### src/rtl/tcs_pkg.sv
package tcs_pkg;

    // register map (word offsets are byte addresses on the bus)
    localparam logic [3:0] CLK_SEL_OFFSET  = 4'h0;
    localparam logic [3:0] GATE_SEL_OFFSET = 4'h4;
    localparam logic [7:0] SEL_RESET       = 8'h00;
    localparam int         CLK_CODE_W      = 4;
    localparam int         GATE_CODE_W     = 5;

    // clock selector codes
    localparam logic [3:0] CLK_PIN       = 4'h0;
    localparam logic [3:0] CLK_SYS_DIV4  = 4'h1;
    localparam logic [3:0] CLK_SYS       = 4'h2;
    localparam logic [3:0] CLK_HFOSC     = 4'h3;
    localparam logic [3:0] CLK_LFOSC     = 4'h4;
    localparam logic [3:0] CLK_MF500K    = 4'h5;
    localparam logic [3:0] CLK_MF32K     = 4'h6;
    localparam logic [3:0] CLK_REFCLK    = 4'h8;
    localparam logic [3:0] CLK_TMR0_OVF  = 4'h9;
    localparam logic [3:0] CLK_LC_FIRST  = 4'hA;
    localparam logic [3:0] CLK_LC_LAST   = 4'hD;

    // gate selector codes
    localparam logic [4:0] GATE_PIN       = 5'h00;
    localparam logic [4:0] GATE_TMR0_OVF  = 5'h01;
    localparam logic [4:0] GATE_PERIOD    = 5'h02;
    localparam logic [4:0] GATE_CCP_ONE   = 5'h03;
    localparam logic [4:0] GATE_CCP_TWO   = 5'h04;
    localparam logic [4:0] GATE_PWM_FIRST = 5'h05;
    localparam logic [4:0] GATE_PWM_LAST  = 5'h08;
    localparam logic [4:0] GATE_NCO       = 5'h09;
    localparam logic [4:0] GATE_CMP_ONE   = 5'h0A;
    localparam logic [4:0] GATE_CMP_TWO   = 5'h0B;
    localparam logic [4:0] GATE_ZCD       = 5'h0C;
    localparam logic [4:0] GATE_LC_FIRST  = 5'h0D;
    localparam logic [4:0] GATE_LC_LAST   = 5'h10;

    typedef struct packed {
        logic       hf_osc;
        logic       lf_osc;
        logic       mf_500k;
        logic       mf_32k;
        logic       ref_clk;
        logic       tmr0_ovf;
        logic [3:0] logic_cell;
    } tcs_clk_srcs_t;

    typedef struct packed {
        logic       tmr0_ovf;
        logic       period_pulse;
        logic       ccp_one;
        logic       ccp_two;
        logic [3:0] pwm;          // pwm three .. six
        logic       nco;
        logic       cmp_one;
        logic       cmp_two;
        logic       zcd;
        logic [3:0] logic_cell;
    } tcs_gate_srcs_t;

endpackage

### src/rtl/tcs_source_select.sv
// Behaviour
// RULE1 - 4-bit clock selector: 0 pin, 1 sysclk/4, 2 sysclk; 7, E, F reserved
// RULE2 - clock codes 3..6 pick high, low, medium 500k and medium 32k oscillators
// RULE3 - clock code 8 reference clock, 9 timer0 overflow, A..D logic cells 1..4
// RULE4 - 5-bit gate selector: 0 pin; codes 10001..11111 reserved
// RULE5 - gate codes 1..4: timer0 overflow, period pulse, capture/compare one, two
// RULE6 - both selectors clear on power-on/brown-out reset, keep value otherwise
// RULE7 - unused upper selector bits ignore writes and read as zero
// RULE8 - gate 5..8 pwm 3..6, 9 nco, A/B comparators, C zero-cross, D..10 cells
// RULE9 - system clock sources bypass synchronisation regardless of sync setting
`timescale 1ns/1ps
`default_nettype none

module tcs_source_select (
    input  wire logic                    sys_clk,
    input  wire logic                    rst_n,
    input  wire logic                    por_bor_rst_n,
    input  wire logic [3:0]              avs_address,
    input  wire logic                    avs_read,
    input  wire logic                    avs_write,
    input  wire logic [31:0]             avs_writedata,
    input  wire logic [3:0]              avs_byteenable,
    output logic [31:0]                  avs_readdata,
    output logic                         avs_waitrequest,
    input  wire logic                    sync_disable,
    input  wire logic                    clock_pin_input_map,
    input  wire logic                    gate_pin_input_map,
    input  wire logic                    sys_div4_tick,
    input  wire tcs_pkg::tcs_clk_srcs_t  clk_srcs,
    input  wire tcs_pkg::tcs_gate_srcs_t gate_srcs,
    output logic                         count_clock,
    output logic                         count_clock_valid,
    output logic                         count_clock_bypass_sync,
    output logic                         count_gate
);

    // pin-side inputs cross two flops before any selection
    logic [1:0] clk_pin_meta_q, clk_pin_meta_d;
    logic [1:0] gate_pin_meta_q, gate_pin_meta_d;

    logic [tcs_pkg::CLK_CODE_W-1:0]  clk_sel_q, clk_sel_d;
    logic [tcs_pkg::GATE_CODE_W-1:0] gate_sel_q, gate_sel_d;
    logic [31:0] rdata_q, rdata_d;
    logic        wait_q, wait_d;
    logic        clk_q, clk_d;
    logic        clk_valid_q, clk_valid_d;
    logic        bypass_q, bypass_d;
    logic        gate_q, gate_d;

    logic        access;
    logic        wr_commit;
    logic        clk_hit;
    logic        gate_hit;
    logic [4:0]  lc_idx_c;
    logic [4:0]  lc_idx_g;
    logic [4:0]  pwm_idx;

    assign access   = (avs_read | avs_write) & wait_q;
    // a write lands only at the edge at which the master sees waitrequest low
    assign wr_commit = avs_write & ~wait_q & avs_byteenable[0];
    assign clk_hit  = avs_address == tcs_pkg::CLK_SEL_OFFSET;
    assign gate_hit = avs_address == tcs_pkg::GATE_SEL_OFFSET;
    assign lc_idx_c = {1'b0, clk_sel_q - tcs_pkg::CLK_LC_FIRST};
    assign lc_idx_g = gate_sel_q - tcs_pkg::GATE_LC_FIRST;
    assign pwm_idx  = gate_sel_q - tcs_pkg::GATE_PWM_FIRST;

    always_comb begin
        clk_pin_meta_d  = {clk_pin_meta_q[0], clock_pin_input_map};
        gate_pin_meta_d = {gate_pin_meta_q[0], gate_pin_input_map};
    end

    // one wait cycle per access: waitrequest drops the cycle after the request rises
    always_comb begin
        clk_sel_d  = clk_sel_q;
        gate_sel_d = gate_sel_q;
        rdata_d    = rdata_q;
        wait_d     = 1'b1;
        if (access) begin
            wait_d = 1'b0;
            if (avs_read) begin
                // unmapped offsets read zero
                rdata_d = 32'h0000_0000;
                if (clk_hit) begin
                    rdata_d = {28'h000_0000, clk_sel_q}; // RULE7
                end else if (gate_hit) begin
                    rdata_d = {27'h000_0000, gate_sel_q}; // RULE7
                end
            end
        end
        // upper write bits are dropped here, so they can never reach a read
        if (wr_commit) begin
            if (clk_hit) begin
                clk_sel_d = avs_writedata[tcs_pkg::CLK_CODE_W-1:0]; // RULE7
            end
            if (gate_hit) begin
                gate_sel_d = avs_writedata[tcs_pkg::GATE_CODE_W-1:0]; // RULE7
            end
        end
    end

    // clock source mux; reserved codes give a stopped, invalid clock
    always_comb begin
        clk_d       = 1'b0;
        clk_valid_d = 1'b1;
        bypass_d    = sync_disable;
        unique case (clk_sel_q)
            tcs_pkg::CLK_PIN:      clk_d = clk_pin_meta_q[1]; // RULE1
            tcs_pkg::CLK_SYS_DIV4: begin
                clk_d    = sys_div4_tick; // RULE1
                bypass_d = 1'b1; // RULE9
            end
            tcs_pkg::CLK_SYS:      begin
                clk_d    = 1'b1; // RULE1
                bypass_d = 1'b1; // RULE9
            end
            tcs_pkg::CLK_HFOSC:    clk_d = clk_srcs.hf_osc; // RULE2
            tcs_pkg::CLK_LFOSC:    clk_d = clk_srcs.lf_osc; // RULE2
            tcs_pkg::CLK_MF500K:   clk_d = clk_srcs.mf_500k; // RULE2
            tcs_pkg::CLK_MF32K:    clk_d = clk_srcs.mf_32k; // RULE2
            tcs_pkg::CLK_REFCLK:   clk_d = clk_srcs.ref_clk; // RULE3
            tcs_pkg::CLK_TMR0_OVF: clk_d = clk_srcs.tmr0_ovf; // RULE3
            tcs_pkg::CLK_LC_FIRST,
            tcs_pkg::CLK_LC_FIRST + 4'h1,
            tcs_pkg::CLK_LC_FIRST + 4'h2,
            tcs_pkg::CLK_LC_LAST: begin
                clk_d = clk_srcs.logic_cell[lc_idx_c[1:0]]; // RULE3
            end
            default:               clk_valid_d = 1'b0; // RULE1
        endcase
    end

    // gate source mux; reserved codes hold the gate low
    // the pwm and cell indices keep only two bits: the range tests in front of
    // each lookup guarantee the offset is below four
    always_comb begin
        gate_d = 1'b0;
        if (gate_sel_q == tcs_pkg::GATE_PIN) begin
            gate_d = gate_pin_meta_q[1]; // RULE4
        end else if (gate_sel_q == tcs_pkg::GATE_TMR0_OVF) begin
            gate_d = gate_srcs.tmr0_ovf; // RULE5
        end else if (gate_sel_q == tcs_pkg::GATE_PERIOD) begin
            gate_d = gate_srcs.period_pulse; // RULE5
        end else if (gate_sel_q == tcs_pkg::GATE_CCP_ONE) begin
            gate_d = gate_srcs.ccp_one; // RULE5
        end else if (gate_sel_q == tcs_pkg::GATE_CCP_TWO) begin
            gate_d = gate_srcs.ccp_two; // RULE5
        end else if (gate_sel_q <= tcs_pkg::GATE_PWM_LAST) begin
            gate_d = gate_srcs.pwm[pwm_idx[1:0]]; // RULE8
        end else if (gate_sel_q == tcs_pkg::GATE_NCO) begin
            gate_d = gate_srcs.nco; // RULE8
        end else if (gate_sel_q == tcs_pkg::GATE_CMP_ONE) begin
            gate_d = gate_srcs.cmp_one; // RULE8
        end else if (gate_sel_q == tcs_pkg::GATE_CMP_TWO) begin
            gate_d = gate_srcs.cmp_two; // RULE8
        end else if (gate_sel_q == tcs_pkg::GATE_ZCD) begin
            gate_d = gate_srcs.zcd; // RULE8
        end else if (gate_sel_q <= tcs_pkg::GATE_LC_LAST) begin
            gate_d = gate_srcs.logic_cell[lc_idx_g[1:0]]; // RULE8
        end
    end

    // synchroniser stages restart empty after either reset
    always_ff @(posedge sys_clk) begin
        if (!rst_n || !por_bor_rst_n) begin
            clk_pin_meta_q  <= 2'b00;
            gate_pin_meta_q <= 2'b00;
        end else begin
            clk_pin_meta_q  <= clk_pin_meta_d;
            gate_pin_meta_q <= gate_pin_meta_d;
        end
    end

    // selectors answer only to the power-on/brown-out reset; the general reset
    // idles the bus side and leaves the chosen sources in place
    always_ff @(posedge sys_clk) begin
        if (!por_bor_rst_n) begin
            clk_sel_q  <= tcs_pkg::SEL_RESET[tcs_pkg::CLK_CODE_W-1:0]; // RULE6
            gate_sel_q <= tcs_pkg::SEL_RESET[tcs_pkg::GATE_CODE_W-1:0]; // RULE6
            rdata_q    <= 32'h0000_0000;
            wait_q     <= 1'b1;
        end else if (!rst_n) begin
            rdata_q    <= 32'h0000_0000;
            wait_q     <= 1'b1;
        end else begin
            clk_sel_q  <= clk_sel_d;
            gate_sel_q <= gate_sel_d;
            rdata_q    <= rdata_d;
            wait_q     <= wait_d;
        end
    end

    always_ff @(posedge sys_clk) begin
        if (!rst_n || !por_bor_rst_n) begin
            clk_q       <= 1'b0;
            clk_valid_q <= 1'b0;
            bypass_q    <= 1'b0;
        end else begin
            clk_q       <= clk_d;
            clk_valid_q <= clk_valid_d;
            bypass_q    <= bypass_d;
        end
    end

    always_ff @(posedge sys_clk) begin
        if (!rst_n || !por_bor_rst_n) begin
            gate_q <= 1'b0;
        end else begin
            gate_q <= gate_d;
        end
    end

    assign avs_readdata            = rdata_q;
    assign avs_waitrequest         = wait_q;
    assign count_clock             = clk_q;
    assign count_clock_valid       = clk_valid_q;
    assign count_clock_bypass_sync = bypass_q;
    assign count_gate              = gate_q;

endmodule // tcs_source_select

`default_nettype wire

### config.mk
export PLATFORM = sky130hd
export DESIGN_NAME = tcs_source_select
export DESIGN_NICKNAME = d
export VERILOG_FILES = /design/src/rtl/tcs_pkg.sv /design/src/rtl/tcs_source_select.sv
export SDC_FILE = /design/constraint.sdc
export NUM_CORES = 1
export LEC_CHECK = 0
export BUFFER_PORTS_ARGS = -buffer_cell sky130_fd_sc_hd__buf_2
export CORE_UTILIZATION = 38
export CTS_BUF_LIST = sky130_fd_sc_hd__clkbuf_8
export CTS_CLUSTER_SIZE = 8
export DETAILED_ROUTE_END_ITERATION = 10
export PLACE_DENSITY = 0.79
export SLEW_MARGIN = 20
export SYNTH_ARGS = -nofsm -noshare
export SYNTH_HDL_FRONTEND = slang
export SYNTH_SLANG_ARGS = --single-unit
export TNS_END_PERCENT = 1
### constraint.sdc
create_clock -name sys_clk -period 1.7 [get_ports sys_clk]
set_clock_uncertainty 0.15 [all_clocks]
set_input_delay 0.085 -clock sys_clk [delete_from_list [all_inputs] [get_ports sys_clk]]
set_output_delay 0.085 -clock sys_clk [all_outputs]
set_load 0.1 [all_outputs]
==> summary.txt, run 1 <==
Drt
  – Vias post-DR: 1462
  – Antenna-violating nets left: 0
  – Routed wl met3: 234 microns
  – Routed length on met2: 1790 microns
  – DR WL/cell: 11.9 microns
  – DRC Markers: 0
  – Drt total wl: 3580 microns
  – DRT iter0 DRCs: 27
  – DR top layer: met4
  – First drt pass iteration count: 4
  – Wl on met1: 1510 microns
  – Number of vias per cell: 4.84

Pwr
  – Switching share of power: 0.397
  – Switch Pwr: 519 uW
  – Internal power: 787 uW
  – Leakage: 0.000927 uW
  – Pwr/cell area: 649 nW/um^2
  – Worst vdd ir: 0.000550 V
  – Sequential power share: 0.419
  – Clock share of power: 0.262
  – Comb pwr share: 0.319

Floorplan
  – Die Area: 4350 sq um
  – Die Ht: 65.9 microns
  – I/O pins: 112
  – Chip Width: 65.9 microns
  – Core ar.: 3800 sq um
  – Initial Util: 0.409
  – Row count: 22

Logic synthesis
  – Yosys cell types: 38
  – Mapped Cells: 184
  – Post-Synth Adder-Cell Area: 0.0322
  – Fraction of the yosys area taken by sequential cells: 0.297
  – Post-Synth Simple-Gate Area: 0.218
  – Multiplexer area fraction after synthesis: 0.113
  – Synthesized cell area: 1550 sq um
  – Top post-synthesis cells by area: dfxtp_1, buf_4, mux2i_1
  – Yosys warns: 0
  – Async SR Flop Fraction: 0
  – Largest family of logic cells by synthesized area: simple AND/OR/NAND/NOR gates
  – Mean post-synth cell area: 8.44 sq um
  – FF+latch count, synth: 23
  – Post-Synth XOR/XNOR Area: 0.00564
  – Compound-Gate Fraction of Synth Area: 0.150
  – Top cell type's share of synthesized area: 0.297
  – Primary FF master, synth: dfxtp_1
  – Post-synth EDFFs: 0
  – Cell taking the most area after synthesis: dfxtp_1

GRT
  – Gr usage total: 0.169
  – Number of antenna violations at the first check in global routing: 0
  – Largest net degree at the start of global routing: 16
  – Vias in the first global route: 1301
  – First-pass GRT wire length: 5620 microns
  – Grt total ovfl: 0

Timing
  – Final number of setup-violating endpoints: 1
  – Final setup margin: -0.0198 ns
  – Final Max Slew Viols: 0
  – Crit path time final: 1.72 ns
  – RSZ-0062 raised after global routing: yes
  – FMAX: 581 MHz
  – Fin crit share: 1.01
  – Final hold vios: 0

Hold path
  – Hold wc startpoint: por_bor_rst_n
  – Hold Path Depth: 2
  – WHS Endpoint: gate_sel_q[0]
  – Min-Delay Path Class: in -> reg

Clock tree
  – Clk_lat worst skew: 0.27 ns
  – Clock transition at path regs: 0.08 ns
  – CTS buffer count: 3
  – H-tree Lvls: 1
  – Clock root cell: clkbuf_8
  – CTS max path bufs: 2
  – Setup Fix Bufs, Post-CTS: 0
  – Clock sinks: 23
  – CTS tree: done

Finish
  – Ratio of cells with drive above 1 in the final layout: 0.331
  – Area grow syn2layout: 29.5%
  – Multi-input combinational cell area: 941 sq um
  – Sequential cell area: 465 sq um
  – Fill cells: 359
  – Post-route cell area: 2010 sq um
  – Ant. Diodes: 0
  – Nets: 334
  – Post-layout util: 0.529

Worst setup path
  – Worst reg-to-reg path cell count: 7
  – Setup CP Type: reg -> reg
  – CP max FO: 4
  – Critical Path RT: 1.76 ns
  – Type of origin of the critical path: flip-flop
  – Worst R2R Start: gate_sel_q[0]
  – Worst Setup End Kind: flip-flop
  – Reg2reg setup slack: -0.02 ns
  – Worst R2R End: count_gate
  – Crit path DAT: 1.78 ns

Flow run
  – Max_cap viols: 0

Status
  – Outcome: finished with violations
  – Violated checks: setup timing

Placed design
  – Hpwl dp: 2520 microns
  – Gpl congestion: 0.779
  – Placed standard-cell area: 1800 sq um
  – IO Port Bufs: 54
registers in the layout, summed over array words and instances (netlist names):
register,cells
avs_waitrequest,1
clk_sel_q,4
gate_pin_meta_q,2
count_gate,1
count_clock,1
avs_readdata,5
count_clock_bypass_sync,1
count_clock_valid,1
gate_sel_q,5
clk_pin_meta_q,2
area by class of cell:
class / instances / share of cell area
clock inverter: 1 / 0.00249
multi-input combinational: 144 / 0.468
timing repair buffer: 77 / 0.236
inverter: 6 / 0.0112
sequential: 23 / 0.231
clock buffer: 3 / 0.0205
tap: 48 / 0.0299
cells in the final DEF, fill, tap and decap left out, types with 2 or more instances in the layout:
cell / instances
buf_2: 54
conb_1: 27
dfxtp_1: 19
a21oi_1: 18
mux2i_1: 13
nor2_1: 13
dlygate4sd3_1: 13
nor2b_1: 12
buf_4: 10
nand2_1: 8
inv_1: 6
nor3_1: 6
and3_1: 4
dfxtp_2: 4
nand4b_1: 3
nand3b_1: 3
a211oi_1: 3
nor3b_1: 3
clkbuf_8: 3
o22ai_1: 2
o21a_1: 2
mux4_2: 2
o21ai_1: 2
ha_2: 2
Yosys cell counts, types with 3 or more instances:
cell type  number
and3_1          4
ha_1            4
clkbuf_1        4
nand4b_1        3
o21ai_0         3
buf_2           4
a211oi_1        4
nand3b_1        3
mux2i_1        13
a21oi_1        19
nor2_1         13
nor3b_1         3
nor3_1          6
buf_4          27
nor2b_1        12
inv_1           6
dfxtp_1        23
nand2_1         9
per-stage QoR:
step | worst slack (ns) | setup TNS (ns) | hold slack (ns) | power [uW] | cells
after floorplan | -0.133 | -0.133 | 0.0157 | 936 | 210
after global placement | -0.0611 | -0.0611 | 0.162 | 949 | 285
after detailed placement | -0.0679 | -0.0679 | 0.164 | 951 | 285
after CTS | 0.00560 | 0 | 0.0138 | 1320 | 302
after global routing | -0.0638 | -0.0664 | 0.0222 | 1360 | 302
final | -0.0198 | -0.0198 | 0.0142 | 1310 | 302
worst max path at each step:
stage	end	slack, ns	start
2_1_floorplan	count_gate	-0.13	gate_sel_q[0]
3_3_place_gp	count_gate	-0.06	gate_sel_q[0]
3_5_place_dp	count_gate	-0.07	gate_sel_q[0]
4_1_cts	count_gate	0.006	gate_sel_q[0]
5_1_grt	count_gate	-0.06	gate_sel_q[0]
6_report	count_gate	-0.02	gate_sel_q[0]
what timing repair did:
item / 4_1_cts / 5_1_grt
endpoints found under the hold margin: 15 / 0
gates cloned: 0 / 0
gates resized for setup: 9 / 5
pin swaps: 4 / 3
hold buffers: 13 / 0
setup endpoints to repair: 1 / 8
critical path: stages (launching register included):
cell	delay, ns
dfxtp_2	0.33
buf_4	0.15
ha_1	0.23
nor2b_1	0.15
o21ai_1	0.17
o211ai_1	0.14
a211oi_2	0.19
o21a_1	0.15
power groups by stage:
stage                     sequential (uW)  clock (uW)  combinational, uW
after floorplan                       588           0                348
after global placement                560           0                389
after detailed placement              561           0                391
after CTS                             548         354                414
after global routing                  549         379                432
final                                 548         342                416
logic make-up (layout without fill, tap and decap cells):
| logic type | after synthesis | count (layout) |
|---|---|---|
| buf+inv | 43 | 87 |
| fa+ha+maj | 4 | 4 |
| compound gates | 38 | 38 |
| xor+xnor | 1 | 1 |
| flops | 23 | 23 |
| simple gates | 59 | 59 |
| other cells | 1 | 27 |
| mux | 15 | 15 |
layer usage:
layer  vias to the layer above  track usage
li1                        728            -
met1                       657        0.202
met2                        71        0.290
met3                         6       0.0431
met4                         0       0.0571
met5                         -            0
(Power assumes the default switching activity.)
==> run 2: changes to the inputs <==
Settings changed: TNS_END_PERCENT 1 to not set.
==> summary.txt, run 2 (synthesized netlist as in run 1, its figures left out) <==
Floorplan
  – Initial Util: 0.409
  – Core ar.: 3800 sq um
  – Die Area: 4350 sq um
  – I/O pins: 112
  – Die Ht: 65.9 microns
  – Chip Width: 65.9 microns
  – Row count: 22

Pwr
  – Total power draw: 1300 uW
  – Clock share of power: 0.261
  – Worst vdd ir: 0.000535 V
  – Comb pwr share: 0.318
  – Internal power: 784 uW
  – Sequential power share: 0.421
  – Switching share of power: 0.396
  – Switch Pwr: 514 uW
  – Pwr/cell area: 641 nW/um^2
  – Leakage: 0.000940 uW

Timing
  – Fin crit share: 1.00
  – RSZ-0062 raised after global routing: yes
  – Final hold vios: 0
  – Final Max Slew Viols: 0
  – Final number of setup-violating endpoints: 1
  – Crit path time final: 1.71 ns
  – FMAX: 586 MHz
  – Final setup margin: -0.00602 ns

Placed design
  – Hpwl dp: 2590 microns
  – DP Cell Count: 286
  – Gpl congestion: 0.867
  – IO Port Bufs: 54

Finish
  – Ratio of cells with drive above 1 in the final layout: 0.341
  – Leading cell type in the layout, fill and taps excluded: buf_2
  – Post-layout util: 0.534
  – Layout Cells excl Fill: 303
  – Commonest cells after routing, fill and taps aside: buf_2, conb_1, dfxtp_1
  – Area grow syn2layout: 30.5%
  – Ant. Diodes: 0
  – Nets: 335

Hold path
  – Min-Delay Path Class: in -> reg

Worst setup path
  – Crit path DAT: 1.72 ns
  – Type of origin of the critical path: flip-flop
  – CP max FO: 5
  – Setup CP Type: reg -> reg
  – Critical Path RT: 1.71 ns
  – Worst Setup End Kind: flip-flop

Drt
  – Number of vias per cell: 4.81
  – Drt total wl: 3420 microns
  – First drt pass iteration count: 4
  – Vias post-DR: 1456
  – DRT iter0 DRCs: 14
  – DRC Markers: 0
  – DR WL/cell: 11.3 microns
  – Antenna-violating nets left: 0

Clock tree
  – Clock transition at path regs: 0.08 ns
  – Setup Fix Bufs, Post-CTS: 0
  – CTS tree: done
  – CTS buffer count: 3
  – CTS max path bufs: 2
  – Clk_lat worst skew: 0.27 ns
  – Clock root cell: clkbuf_8
  – Clock sinks: 23
  – H-tree Lvls: 1

GRT
  – Vias in the first global route: 1334
  – Largest net degree at the start of global routing: 16
  – Number of antenna violations at the first check in global routing: 0
  – Gr usage total: 0.169
  – Grt total ovfl: 0
  – First-pass GRT wire length: 5610 microns

Flow run
  – Max_cap viols: 0

Status
  – Violated checks: setup timing
  – Outcome: finished with violations
[run 2: cell count changes in the layout (fill, tap and decap cells not counted), sizes merged]
cell / previous run / this run
buf: 64 / 65
[run 2: path summary, 6_finish.rpt]
kind                     start           endpoint  slack (ns)  depth (start not counted)
max              gate_sel_q[0]         count_gate      -0.006                          5
min              por_bor_rst_n      gate_sel_q[0]        0.02                          2
max reg2reg      gate_sel_q[0]         count_gate      -0.006                          5
min reg2reg  clk_pin_meta_q[0]  clk_pin_meta_q[1]        0.32                          1
[run 2: stage by stage]
step | cell area [sq um] | worst slack, ns | TNS (ns) | hold slack (ns)
detailed placement | 1810 | -0.0497 | -0.0497 | 0.158
finish | 2030 | -0.00602 | -0.00602 | 0.0178
global placement | 1810 | -0.0639 | -0.0639 | 0.160
CTS | 2010 | 0.000549 | 0 | 0.0172
global route | 2030 | -0.0748 | -0.0748 | 0.0263
floorplan | 1660 | 0.00811 | 0 | 0.0157
[run 2: final cells by class]
type | instances | area, sq um
clock inverter | 1 | 5.00
inverter | 6 | 22.5
tap | 48 | 60.1
timing repair buffer | 78 | 483
sequential | 23 | 467
multi-input combinational | 144 | 948
fill | 369 | 1770
clock buffer | 3 | 41.3
[run 2: timing repair]
item / CTS / global route
hold buffers: 13 / 0
endpoints found under the setup margin: 1 / 3
gates resized for setup: 6 / 7
pin swaps: 4 / 1
gates cloned: 0 / 0
endpoints found under the hold margin: 15 / 0
[run 2: routing by layer]
metal	share of wire	global-route usage	vias to the layer above
met5	0	0	-
met1	0.43	0.197	658
met3	0.061	0.0414	9
li1	-	-	733
met4	0.022	0.0679	0
met2	0.48	0.292	56
[run 2: power groups by stage]
stage	clock [uW]	sequential [uW]	combinational, uW
2_1_floorplan	0	586	348
3_3_place_gp	0	559	386
3_5_place_dp	0	559	388
4_1_cts	351	546	411
5_1_grt	376	547	430
6_report	339	546	413
[run 2: critical path, stage by stage (launching register included)]
cell and delay (ns):
dfxtp_4 0.38, buf_4 0.13, mux4_2 0.54, a21oi_2 0.12
o311ai_1 0.10, o21a_1 0.19
